<file path="src/common/ccr_pkg.sv">
// package for the calibration coefficient register bank
package ccr_pkg;
    localparam int          ADDR_W         = 4;
    localparam int          REG_W          = 24;
    localparam int          GAIN_W         = 18;
    localparam int          OFS_W          = 20;
    localparam int          CHSEL_W        = 3;
    localparam logic [3:0]  ADDR_GAIN_COEFF_SET1     = 4'h8;
    localparam logic [3:0]  ADDR_GAIN_COEFF_SET2     = 4'h9;
    localparam logic [3:0]  ADDR_OFS1      = 4'hc;
    localparam logic [3:0]  ADDR_OFS2      = 4'hd;
    localparam logic [23:0] COEFF_RESET    = 24'h000000;
    localparam logic [2:0]  CHSEL_SET2_A   = 3'h2;
    localparam logic [2:0]  CHSEL_SET2_B   = 3'h3;

    typedef enum logic {CCR_SET1, CCR_SET2} ccr_set_t;
endpackage : ccr_pkg

</file>
<file path="src/common/ccr_wr_if.sv">
// interface carrying one register write from the top to a coefficient store
`timescale 1ns/10ps
`default_nettype none
interface ccr_wr_if;
    logic        en;
    logic [23:0] data;
    modport src (output en, output data);
    modport dst (input en, input data);
endinterface : ccr_wr_if
`default_nettype wire

</file>
<file path="src/core/ccr_coeff_store.sv">
// one coefficient register, either an 18-bit gain or a sign-extended 20-bit offset
`timescale 1ns/10ps
`default_nettype none
module ccr_coeff_store #(
    parameter int  VAL_W  = 20,
    parameter bit  SIGNED = 1'b1
) (
    input  wire logic         clock,
    input  wire logic         rst,
    ccr_wr_if.dst             wr,
    output logic       [23:0] value
);
    import ccr_pkg::*;

    // the upper bits are derived, so a field wider than the word cannot be served
    if (VAL_W < 1 || VAL_W > REG_W) begin : g_bad_val_w
        $error("ccr_coeff_store: value width does not fit the register word");
    end

    logic [VAL_W-1:0] val_q;
    logic [VAL_W-1:0] val_d;

    assign val_d = wr.en ? wr.data[VAL_W-1:0] : val_q;

    always_ff @(posedge clock or posedge rst) begin
        if (rst) begin
            val_q <= COEFF_RESET[VAL_W-1:0];
        end else begin
            val_q <= val_d;
        end
    end

    // upper bits are never stored: they are derived, so software cannot break them
    generate
        if (SIGNED) begin : g_sext
            assign value = {{(REG_W-VAL_W){val_q[VAL_W-1]}}, val_q};
        end else begin : g_zext
            assign value = {{(REG_W-VAL_W){1'b0}}, val_q};
        end
    endgenerate
endmodule : ccr_coeff_store
`default_nettype wire

</file>
<file path="src/core/ccr_bank.sv">
// calibration coefficient register bank with set selection
// ----------------------------------------------------------------
// Notes on behaviour
// two 24-bit offset registers at 0xc and 0xd, zero after reset
// offset holds the latest of calibration result or host write
// offset is 20-bit two's complement, bits 23:20 copy the sign
// host offset writes accepted only while oscillator clock runs
// host clears auto sleep control before writing offsets
// positive input select codes 2 and 3 choose set 2, others set 1
// selected gain and offset pair drives result correction
// two 24-bit gain registers from 0x8, 18-bit unsigned, top six read 0
// host gain writes accepted only while oscillator clock runs
// ----------------------------------------------------------------
`timescale 1ns/10ps
`default_nettype none
module ccr_bank (
    input  wire logic                          clock,
    input  wire logic                          rst,
    input  wire logic [ccr_pkg::ADDR_W-1:0]    reg_addr,
    input  wire logic                          reg_wr,
    input  wire logic [ccr_pkg::REG_W-1:0]     reg_wdata,
    output logic      [ccr_pkg::REG_W-1:0]     reg_rdata,
    input  wire logic                          osc_running,
    input  wire logic [ccr_pkg::CHSEL_W-1:0]   positive_input_select,
    input  wire logic                          cal_ofs_valid,
    input  wire logic [ccr_pkg::OFS_W-1:0]     cal_ofs_value,
    output logic      [ccr_pkg::REG_W-1:0]     sel_gain,
    output logic      [ccr_pkg::REG_W-1:0]     sel_offset,
    output logic                               sel_set2
);
    import ccr_pkg::*;

    // ----------------------------------------------------------------
    // elaboration checks
    // ----------------------------------------------------------------
    // the stores derive the upper bits, so a field wider than the word cannot be served
    if (GAIN_W < 1 || GAIN_W > REG_W) begin : g_bad_gain_w
        $error("ccr_bank: gain width does not fit the register word");
    end
    if (OFS_W < 2 || OFS_W > REG_W) begin : g_bad_ofs_w
        $error("ccr_bank: offset width does not fit the register word");
    end
    if (CHSEL_W < 2) begin : g_bad_chsel_w
        $error("ccr_bank: select field too narrow for the set codes");
    end

    // ----------------------------------------------------------------
    // helper functions
    // ----------------------------------------------------------------
    // true for the two select codes that route to the second coefficient set
    function automatic logic set2_of(input logic [CHSEL_W-1:0] c);
        return (c == CHSEL_SET2_A) || (c == CHSEL_SET2_B);
    endfunction : set2_of

    // a qualified host write that lands on one given address
    function automatic logic hit_of(
        input logic              wr_ok,
        input logic [ADDR_W-1:0] a,
        input logic [ADDR_W-1:0] target
    );
        return wr_ok && (a == target);
    endfunction : hit_of

    // widen a signed offset field to the register word
    function automatic logic [REG_W-1:0] sext_ofs(input logic [OFS_W-1:0] v);
        return {{(REG_W-OFS_W){v[OFS_W-1]}}, v};
    endfunction : sext_ofs

    // ----------------------------------------------------------------
    // host write qualification
    // ----------------------------------------------------------------
    // a write while the oscillator is stopped is dropped silently; the host gets no
    // error, so it must keep the clock alive itself before touching coefficients
    wire logic host_wr;
    assign host_wr = reg_wr & osc_running;

    wire logic h_g1;
    wire logic h_g2;
    wire logic h_o1;
    wire logic h_o2;
    assign h_g1 = hit_of(host_wr, reg_addr, ADDR_GAIN_COEFF_SET1);
    assign h_g2 = hit_of(host_wr, reg_addr, ADDR_GAIN_COEFF_SET2);
    assign h_o1 = hit_of(host_wr, reg_addr, ADDR_OFS1);
    assign h_o2 = hit_of(host_wr, reg_addr, ADDR_OFS2);

    // ----------------------------------------------------------------
    // calibration routing
    // ----------------------------------------------------------------
    // a calibration result goes to the set selected in the cycle it arrives
    wire logic             cur_set2;
    wire logic             cal_set1;
    wire logic             cal_set2;
    wire logic [REG_W-1:0] cal_word;
    assign cur_set2 = set2_of(positive_input_select);
    assign cal_set1 = cal_ofs_valid & ~cur_set2;
    assign cal_set2 = cal_ofs_valid & cur_set2;
    assign cal_word = sext_ofs(cal_ofs_value);

    // ----------------------------------------------------------------
    // write ports of the stores
    // ----------------------------------------------------------------
    ccr_wr_if g1_wr ();
    ccr_wr_if g2_wr ();
    ccr_wr_if o1_wr ();
    ccr_wr_if o2_wr ();

    assign g1_wr.en   = h_g1;
    assign g1_wr.data = reg_wdata;
    assign g2_wr.en   = h_g2;
    assign g2_wr.data = reg_wdata;
    // host and calibration in one cycle: host wins, it is the later intent
    assign o1_wr.en   = h_o1 | cal_set1;
    assign o1_wr.data = h_o1 ? reg_wdata : cal_word;
    assign o2_wr.en   = h_o2 | cal_set2;
    assign o2_wr.data = h_o2 ? reg_wdata : cal_word;

    // ----------------------------------------------------------------
    // coefficient stores
    // ----------------------------------------------------------------
    logic [REG_W-1:0] gain_coeff_set1;
    logic [REG_W-1:0] gain_coeff_set2;
    logic [REG_W-1:0] ofs1;
    logic [REG_W-1:0] ofs2;

    // gain stores keep only the unsigned field, the top bits read as zero
    ccr_coeff_store #(.VAL_W(GAIN_W), .SIGNED(1'b0)) u_g1 (
        .clock (clock),
        .rst   (rst),
        .wr    (g1_wr.dst),
        .value (gain_coeff_set1)
    );
    ccr_coeff_store #(.VAL_W(GAIN_W), .SIGNED(1'b0)) u_g2 (
        .clock (clock),
        .rst   (rst),
        .wr    (g2_wr.dst),
        .value (gain_coeff_set2)
    );
    // offset stores keep the signed field, the top bits repeat its sign
    ccr_coeff_store #(.VAL_W(OFS_W), .SIGNED(1'b1)) u_o1 (
        .clock (clock),
        .rst   (rst),
        .wr    (o1_wr.dst),
        .value (ofs1)
    );
    ccr_coeff_store #(.VAL_W(OFS_W), .SIGNED(1'b1)) u_o2 (
        .clock (clock),
        .rst   (rst),
        .wr    (o2_wr.dst),
        .value (ofs2)
    );

    // ----------------------------------------------------------------
    // read decode
    // ----------------------------------------------------------------
    // unmapped addresses read zero rather than aliasing a store
    wire logic rd_g1;
    wire logic rd_g2;
    wire logic rd_o1;
    wire logic rd_o2;
    assign rd_g1 = (reg_addr == ADDR_GAIN_COEFF_SET1);
    assign rd_g2 = (reg_addr == ADDR_GAIN_COEFF_SET2);
    assign rd_o1 = (reg_addr == ADDR_OFS1);
    assign rd_o2 = (reg_addr == ADDR_OFS2);

    wire logic [REG_W-1:0] rdata_d;
    assign rdata_d = rd_g1 ? gain_coeff_set1 :
                     rd_g2 ? gain_coeff_set2 :
                     rd_o1 ? ofs1  :
                     rd_o2 ? ofs2  :
                     COEFF_RESET;

    // ----------------------------------------------------------------
    // set selection
    // ----------------------------------------------------------------
    // the pair follows the select field with one cycle of latency
    wire logic [REG_W-1:0] gain_d;
    wire logic [REG_W-1:0] ofs_d;
    assign gain_d = cur_set2 ? gain_coeff_set2 : gain_coeff_set1;
    assign ofs_d  = cur_set2 ? ofs2  : ofs1;

    // ----------------------------------------------------------------
    // output registers
    // ----------------------------------------------------------------
    // every output is a flop, so read data lags the address by one cycle
    always_ff @(posedge clock or posedge rst) begin
        if (rst) begin
            reg_rdata <= COEFF_RESET;
        end else begin
            reg_rdata <= rdata_d;
        end
    end

    always_ff @(posedge clock or posedge rst) begin
        if (rst) begin
            sel_gain <= COEFF_RESET;
        end else begin
            sel_gain <= gain_d;
        end
    end

    always_ff @(posedge clock or posedge rst) begin
        if (rst) begin
            sel_offset <= COEFF_RESET;
        end else begin
            sel_offset <= ofs_d;
        end
    end

    always_ff @(posedge clock or posedge rst) begin
        if (rst) begin
            sel_set2 <= 1'b0;
        end else begin
            sel_set2 <= cur_set2;
        end
    end
endmodule : ccr_bank
`default_nettype wire

</file>
<file path="config.mk">
export PLATFORM = sky130hd
export DESIGN_NAME = ccr_bank
export DESIGN_NICKNAME = d
export VERILOG_FILES = /design/src/common/ccr_pkg.sv /design/src/common/ccr_wr_if.sv /design/src/core/ccr_coeff_store.sv /design/src/core/ccr_bank.sv
export SDC_FILE = /design/constraint.sdc
export NUM_CORES = 1
export LEC_CHECK = 0
export BUFFER_PORTS_ARGS = -buffer_cell sky130_fd_sc_hd__clkbuf_2
export CAP_MARGIN = 15
export CELL_PAD_IN_SITES_DETAIL_PLACEMENT = 1
export CELL_PAD_IN_SITES_GLOBAL_PLACEMENT = 2
export CORE_AREA = 8 8 137 139
export CTS_CLUSTER_SIZE = 40
export DETAILED_ROUTE_END_ITERATION = 16
export DIE_AREA = 0 0 145 147
export PLACE_DENSITY_LB_ADDON = 0.2
export SLEW_MARGIN = 5
export SYNTH_ARGS = -nofsm -noshare
export SYNTH_HDL_FRONTEND = slang
export SYNTH_SLANG_ARGS = --single-unit
</file>
<file path="constraint.sdc">
create_clock -name clock -period 12 [get_ports clock]
set_clock_uncertainty 0.1 [all_clocks]
set_input_delay 1.8 -clock clock [delete_from_list [all_inputs] [get_ports clock]]
set_output_delay 1.8 -clock clock [all_outputs]
set_load 0.02 [all_outputs]
</file>
=== Word level (Yosys, flattened, before mapping) ===
Cells that the tools add are included.

* Flip-flop bits (word level): 143
* Word-level logic and storage cells: 33

* Reductions and logical operators: 5
* Mux-type cells: 8
* Bitwise operators: 6
* Eq/ne operators: 6

{| class="wikitable"
|+ Operators with widths
! kind !! count
|-
| $mux W24 || 5
|-
| $mux W20 || 2
|-
| $mux W18 || 1
|-
| $eq A4 B4 Y1 const B || 4
|-
| $eq A3 B2 Y1 const B || 2
|-
| $logic_and A1 B1 Y1 || 4
|-
| $and A1 B1 Y1 || 3
|-
| $or A1 B1 Y1 || 2
|-
| $logic_or A1 B1 Y1 || 1
|-
| $not A1 Y1 || 1
|}

=== Longest topological paths before layout ===
Gate-level depths: netlist of the first run.

* Word-level depth: 5
* Depth in mapped cells: 7
* Gate-level depth less buffers: 4

=== Hierarchy ===
From an unflattened synthesis of the first run, not the netlist that was laid out.

* Cells, all modules: 617
* Area, all modules: 7228.2 um2

{| class="wikitable"
|+ By module, submodules not included
! module !! sequential area each (um2) !! instances !! area an instance (um2) !! cells each
|-
| ccr_bank || 1826.8 || 1 || 3965.1 || 431
|-
| ccr_coeff_store at u_o1 ... || 500.5 || 2 || 857.1 || 47
|-
| ccr_coeff_store at u_g1 ... || 450.4 || 2 || 774.5 || 46
|}

=== Worst setup path before layout of the first run ===
No wires, ideal clock.

* Path kind: input to register
* From: input reg_addr[0] (netlist bit)
* To: register u_g1.val_q[0]
* Slack: 8692 ps
* Buffers on the path: 3
* Arrival time: 3083 ps
* Data required time: 11775 ps
* Stages: 6
* Cells stage by stage: buf_2 > nand4bb_1 > or3b_1 > buf_6 > buf_6 > mux2_4

* Cells in the longest elaborated chain, start to end: 2

{| class="wikitable"
|+ RTL lines
! item !! line !! RTL
|-
| start: declaration || ccr_bank.sv:19 || <nowiki>input wire logic [ccr_pkg::ADDR_W-1:0] reg_addr,</nowiki>
|-
| $eq A4 B4 Y1 || ccr_bank.sv:61 || <nowiki>return wr_ok && (a == target);</nowiki>
|-
| $logic_and A1 B1 Y1 || ccr_bank.sv:61 ||
|-
| end signal: assignment || ccr_coeff_store.sv:27 || <nowiki>val_q <= COEFF_RESET[VAL_W-1:0];</nowiki>
|-
| end signal: assignment || ccr_coeff_store.sv:29 || <nowiki>val_q <= val_d;</nowiki>
|-
| end: declaration || ccr_coeff_store.sv:20 || <nowiki>logic [VAL_W-1:0] val_q;</nowiki>
|}

No other way between the ends.
A chain may end at the register's enable or synchronous reset.

=== Worst setup path after layout of the first run ===
* From: input reg_addr[0] (netlist bit)
* To: register u_g1.val_q[9]

Same word-level chain as after synthesis.

==> flow_summary.toml, run 1 <==
[clock_network]
clockBufferDepth = 2
ctsRootBufferMaster = "clkbuf_16"
clk_latency_ns = 0.42
cts_setup_buffers = 0
cts-hold-fix-buffers = 0
htree_num_levels = 4
cts.sinks = 135
cts_made_buffers = 17
cts.repair.resized = 0
clkSlewWorstSetupHoldPaths_ns = 0.06
cts_tree = "built"

[global_routing]
grt_pass1_wl_um = 30400
gr-total-overflow = 0
grt_use_total = 0.184
grt_pass1_vias = 5345
grt_antenna_before_repair = 0
grt_max_degree = 80

[timing]
grt_setup_unrepaired = "no"
slew_violations = 0
finalHoldViolations = 0
maxSlewHeadroom = 0.260
fin_crit_sh = 0.319
period_minus_slack_ns = 3.83
fmax_mhz = 261
fin_setup_tns_ns = 0
setup_viol = 0
worst_pin_slew_ns = 1.11

[routing]
drt_first_iter_violations = 238
ant_nets = 0
firstDrtPassIters = 4
wl_um = 19100
drc = 0
wl_per_cell_um = 21.1
vias = 4753
via_per_inst = 5.26

[die]
rows = 48
die_w_um = 145
die-area_mm2 = 0.0213
start_util = 0.361
die_y_um = 147
ios = 129
core_mm2 = 0.0168

[run]
drv_cap = 0

[cells_and_area]
seq_area_mm2 = 0.00338
finalNonFillerCells = 903
nets = 721
final_util = 0.441
syn2layout_area_growth_pct = 22.1
n_fill_cell = 1874
multi_input_area_mm2 = 0.00239
antennaDiodeCount = 0
drive_gt1_frac = 0.353

[power_and_ir_drop]
ir_drop_mv = 0.0958
power_leakage_uw = 0.00359
power.total_uw = 1380
power_density_mw_per_mm2 = 186

[setup_path]
cp.buffers_inverters = 4
r2r_setup_slack_ns = 10.85
rr_worst_depth = 2
crit_path_start_kind = "input pin"
crit_type = "in -> reg"
crit_path_end_kind = "flip-flop"
path_cells = "clkbuf_2 > buf_4 > nand4bb_1 > buf_4 > or3b_1 > buf_4 > mux2_2"
slowest_stage = "buf_4"
cpMostUsedCell = "buf_4"
crit_arrival_ns = 4.03
cp_top_family = "buffers and inverters"
max_stage_delay_ns = 0.45
r2r-end = "u_o2.val_q[13]$_DFFE_PP0P_"
crit_path_max_fanout = 42
r2r-start = "u_o2.val_q[13]$_DFFE_PP0P_"
crit_required_ns = 12.20

[hold_path]
holdPathStages = 2
hp-class = "reg -> reg"
worstHoldStart = "u_o2.val_q[0]$_DFFE_PP0P_"
min_to = "sel_offset[0]$_DFF_PP0_"

[placement]
dp_cells = 871
portBuffers = 117
dp_hpwl_um = 11500
gp_congestion = 0.742

[yosys]
netlist_instances = 573
yosys_warnings = 0
yosysSeqAreaShare = 0.559
ys_types = 31
syn_area_mm2 = 0.00605
ys_seq_elements = 135
syn_avg_cell_area_um2 = 10.6

[run_status]
outcome = "complete, no violations"
-- Yosys cell counts --
cell	instances	area share
dfrtp_1	135	0.56
nand2_1	133	0.083
mux2_2	64	0.12
o21ai_0	37	0.031
a21oi_1	34	0.028
clkbuf_1	33	0.020
nor3_1	23	0.019
a31oi_1	20	0.021
nand3_1	20	0.017
o31ai_1	16	0.020
buf_4	14	0.017
mux2_4	10	0.025
buf_2	6	0.0050
mux2i_1	5	0.0083
buf_6	3	0.0056
inv_1	3	0.0019
buf_1	2	0.0012
or2_2	2	0.0021
a21o_1	1	0.0012
conb_1	1	0.00062
nand2b_1	1	0.0010
nand3b_1	1	0.0012
nand4b_1	1	0.0014
nand4bb_1	1	0.0019
nor2b_1	1	0.0010
nor3b_1	1	0.0012
nor4b_2	1	0.0025
o211ai_1	1	0.0012
o32ai_1	1	0.0014
or3b_1	1	0.0014
or3b_2	1	0.0014
-- layout by cell type, fill, tap and decap left out, drive strengths merged --
cell / n
buf: 9
o32ai: 1
or3b: 2
mux2: 74
nand3b: 1
clkinvlp: 3
nor3: 23
nand2: 133
a31oi: 20
clkinv: 3
nor4b: 1
o31ai: 16
bufinv: 6
a21o: 1
nor2b: 1
or2: 2
nand3: 20
o211ai: 1
a21oi: 34
mux2i: 5
conb: 6
nand4bb: 1
nand2b: 1
dfrtp: 135
nand4b: 1
clkbuf: 136
nor3b: 1
inv: 4
o21ai: 37
-- per-layer routing --
layer,vias to the layer above,global-route usage,part of all wire
li1,2146,-,-
met1,2466,0.217,0.42
met2,126,0.321,0.52
met3,15,0.0474,0.051
met4,0,0.0615,0.0093
met5,-,0,0
-- state kept, by name, summed over array words and instances (netlist names) --
name and count:
u_g2.val_q 18, reg_rdata 20, sel_set2 1, sel_offset 20, u_o2.val_q 20, u_o1.val_q 20
u_g1.val_q 18, sel_gain 18
-- final cells by class --
type | count | share of cell area
flip-flops and latches | 135 | 0.458
multi-input cells | 382 | 0.324
repair buffers | 126 | 0.0885
clock buffers | 19 | 0.0586
well taps | 225 | 0.0381
clock inverters | 13 | 0.0307
inverters | 3 | 0.00220
-- worst reg2reg max path, stage by stage (launching register included) --
cell	delay, ns
dfrtp_1	0.39
mux2_2	0.27
mux2_2	0.27
-- logic make-up (layout without fill, tap and decap cells) --
logic type / after synthesis / in the layout / synth area share
compound gates: 110 / 110 / 0.103
buf+inv: 61 / 161 / 0.0515
flops: 135 / 135 / 0.559
mux: 79 / 79 / 0.152
other cells: 1 / 6 / 0.000620
simple gates: 187 / 187 / 0.133
-- per-stage QoR --
| step | hold WS [ns] | setup WS [ns] | instance area (um^2) |
|---|---|---|---|
| 5_1_grt | 0.418 | 8.07 | 7380 |
| 2_1_floorplan | 0.350 | 6.49 | 6060 |
| 6_report | 0.392 | 8.17 | 7380 |
| 3_5_place_dp | 0.381 | 7.70 | 6720 |
| 3_3_place_gp | 0.370 | 7.71 | 6720 |
| 4_1_cts | 0.396 | 8.16 | 7380 |
-- worst max-delay path by stage --
stage | start | endpoint | slack [ns] | cells past startpoint
3_3_place_gp | reg_addr[0] | u_g1.val_q[10]$_DFFE_PP0P_ | 7.71 | 7
4_1_cts | reg_addr[0] | u_g1.val_q[10]$_DFFE_PP0P_ | 8.16 | 7
3_5_place_dp | reg_addr[0] | u_g1.val_q[9]$_DFFE_PP0P_ | 7.70 | 7
2_1_floorplan | rst | reg_rdata[0]$_DFF_PP0_ | 6.49 | 1
6_report | reg_addr[0] | u_g1.val_q[9]$_DFFE_PP0P_ | 8.17 | 7
5_1_grt | reg_addr[0] | u_g1.val_q[10]$_DFFE_PP0P_ | 8.07 | 7
-- power by group --
part | switching [uW] | total, uW | internal, uW | leakage (uW)
sequential | 44.2 | 572 | 528 | 0.00170
clock | 196 | 585 | 389 | 0.000313
combinational | 130 | 220 | 89.7 | 0.00157
total | 370 | 1380 | 1010 | 0.00359
Note: power is estimated with default switching activity, not from simulation.
==> inputs of run 2 (changes only) <==
- CORE_AREA: 8 8 137 139 -> 8 8 143 145
- DIE_AREA: 0 0 145 147 -> 0 0 151 153
- clock period: 12 -> 3.7 ns (I/O delays scaled with it)
==> run 2 against run 1 <==
Non-clock buffer count is 3 higher. First-iteration DRC count up 8.4%. Design area rose by 0.29%. Register-to-register slack got worse by 8.3 ns. Sequential share of layout area down 0.13 points. Via count down 1.1%. Core utilization is 3.5 points lower. Combinational power increased to 3.3 times the previous value. Die area up 8.4%. Flip-flop and latch count stayed put. Critical path type unchanged. Largest cell class unchanged. Highest routed layer unchanged. Routed wire length rose by 3.7%. Setup slack worse by 6.7 ns.
==> flow_summary.toml, run 2 (same netlist as run 1, synthesis figures left out) <==
[die]
rows = 50
start_util = 0.331
die_w_um = 151
die-area_mm2 = 0.0231
die_y_um = 153
core_mm2 = 0.0183
ios = 129

[global_routing]
gr-total-overflow = 0
grt_max_degree = 77
grt_pass1_vias = 5387
grt_antenna_before_repair = 1
grt_pass1_wl_um = 30900
grt_use_total = 0.176

[power_and_ir_drop]
power_density_mw_per_mm2 = 584
p_comb_frac = 0.167
power_frac_seq = 0.430
power.total_uw = 4320
switching_power_uw = 1220
power_leakage_uw = 0.00358
ir_drop_mv = 0.323
switching_share = 0.282
p_int_uw = 3100
p_clk_frac = 0.404

[run]
drv_cap = 0

[placement]
dp_cells = 883
portBuffers = 117
gp_congestion = 0.774
dp_hpwl_um = 12400

[setup_path]
crit_path_start_kind = "input pin"
crit_arrival_ns = 2.46
r2r_setup_slack_ns = 2.55
max_stage_delay_ns = 0.56
crit_path_max_fanout = 26
slowest_stage = "nand2_1"
crit_required_ns = 3.90
path_cells = "clkbuf_2 > buf_4 > nand2_1 > o21ai_0 > o31ai_1"
crit_path_end_kind = "flip-flop"
crit_type = "in -> reg"

[hold_path]
hp-class = "in -> async"

[timing]
fmax_mhz = 441
grt_setup_unrepaired = "no"
worst_pin_slew_ns = 0.941
fin_setup_tns_ns = 0
setup_viol = 0
maxSlewHeadroom = 0.370
period_minus_slack_ns = 2.27
fin_crit_sh = 0.613
finalHoldViolations = 0
slew_violations = 0
hold_ws_ns = 0.132

[clock_network]
cts.repair.resized = 0
cts_setup_buffers = 0
clkSlewWorstSetupHoldPaths_ns = 0.06
cts_made_buffers = 17
clk_latency_ns = 0.42
cts-hold-fix-buffers = 0
clockBufferDepth = 2
htree_num_levels = 4
cts.sinks = 135
cts_tree = "built"
ctsRootBufferMaster = "clkbuf_16"

[routing]
drt_first_iter_violations = 258
firstDrtPassIters = 4
drc = 0
ant_nets = 0
vias = 4702
wl_um = 19800
wl_per_cell_um = 21.6
via_per_inst = 5.13

[run_status]
outcome = "complete, no violations"

[cells_and_area]
mostFrequentLayoutCells = "dfrtp_1 (135), nand2_1 (133), clkbuf_2 (117)"
finalNonFillerCells = 916
drive_gt1_frac = 0.357
n_fill_cell = 2069
syn2layout_area_growth_pct = 22.5
nets = 724
final_util = 0.405
mostFrequentLayoutCell = "dfrtp_1"
## run 2: routing by layer
layer	GRT usage	share of wire
met5	0	0
met4	0.0613	0.019
met2	0.300	0.51
met1	0.210	0.42
met3	0.0431	0.045
## run 2: final timing paths
kind,from,to,depth (start not counted)
setup reg to reg,u_o2.val_q[11]$_DFFE_PP0P_,u_o2.val_q[11]$_DFFE_PP0P_,2
hold / removal,rst,u_o1.val_q[8]$_DFFE_PP0P_,3
max in group asynchronous,rst,sel_gain[17]$_DFF_PP0_,3
hold reg to reg,u_g2.val_q[4]$_DFFE_PP0P_,sel_gain[4]$_DFF_PP0_,2
min in group clock,reg_wdata[18],u_o2.val_q[18]$_DFFE_PP0P_,2
setup / recovery,reg_addr[0],reg_rdata[2]$_DFF_PP0_,5
## run 2: per-stage QoR
step / setup WS [ns] / instance area (um^2)
final: 1.43 / 7400
after global routing: 1.34 / 7400
after CTS: 1.46 / 7400
after detailed placement: 1.01 / 6790
after global placement: 1.02 / 6790
after floorplan: 1.37 / 6070
## run 2: worst max-delay path: cells and delay by family
family / cells / cell delay (ns)
AND/OR/NAND/NOR: 1 / 0.56
buffers and inverters: 2 / 0.81
AO/OA/AOI/OAI: 2 / 0.52
## run 2: area by class of cell
type                            instances  area (um^2)  share of cell area
Tap cell                              234          293              0.0395
Timing Repair Buffer                  129          713              0.0963
Inverter                                3         15.0             0.00203
Multi-Input combinational cell        382         2390               0.323
Antenna cell                            1         2.50            0.000338
Clock buffer                           20          457              0.0617
Sequential cell                       135         3380               0.456
Clock inverter                         12          151              0.0204
## run 2: power by group through the flow
stage               clock network, uW  registers (uW)  logic (uW)
detailed placement                  0            1880         731
CTS                              1780            1860         735
floorplan                           0            1950         387
global route                     1840            1890         788
finish                           1740            1860         721
global placement                    0            1870         709
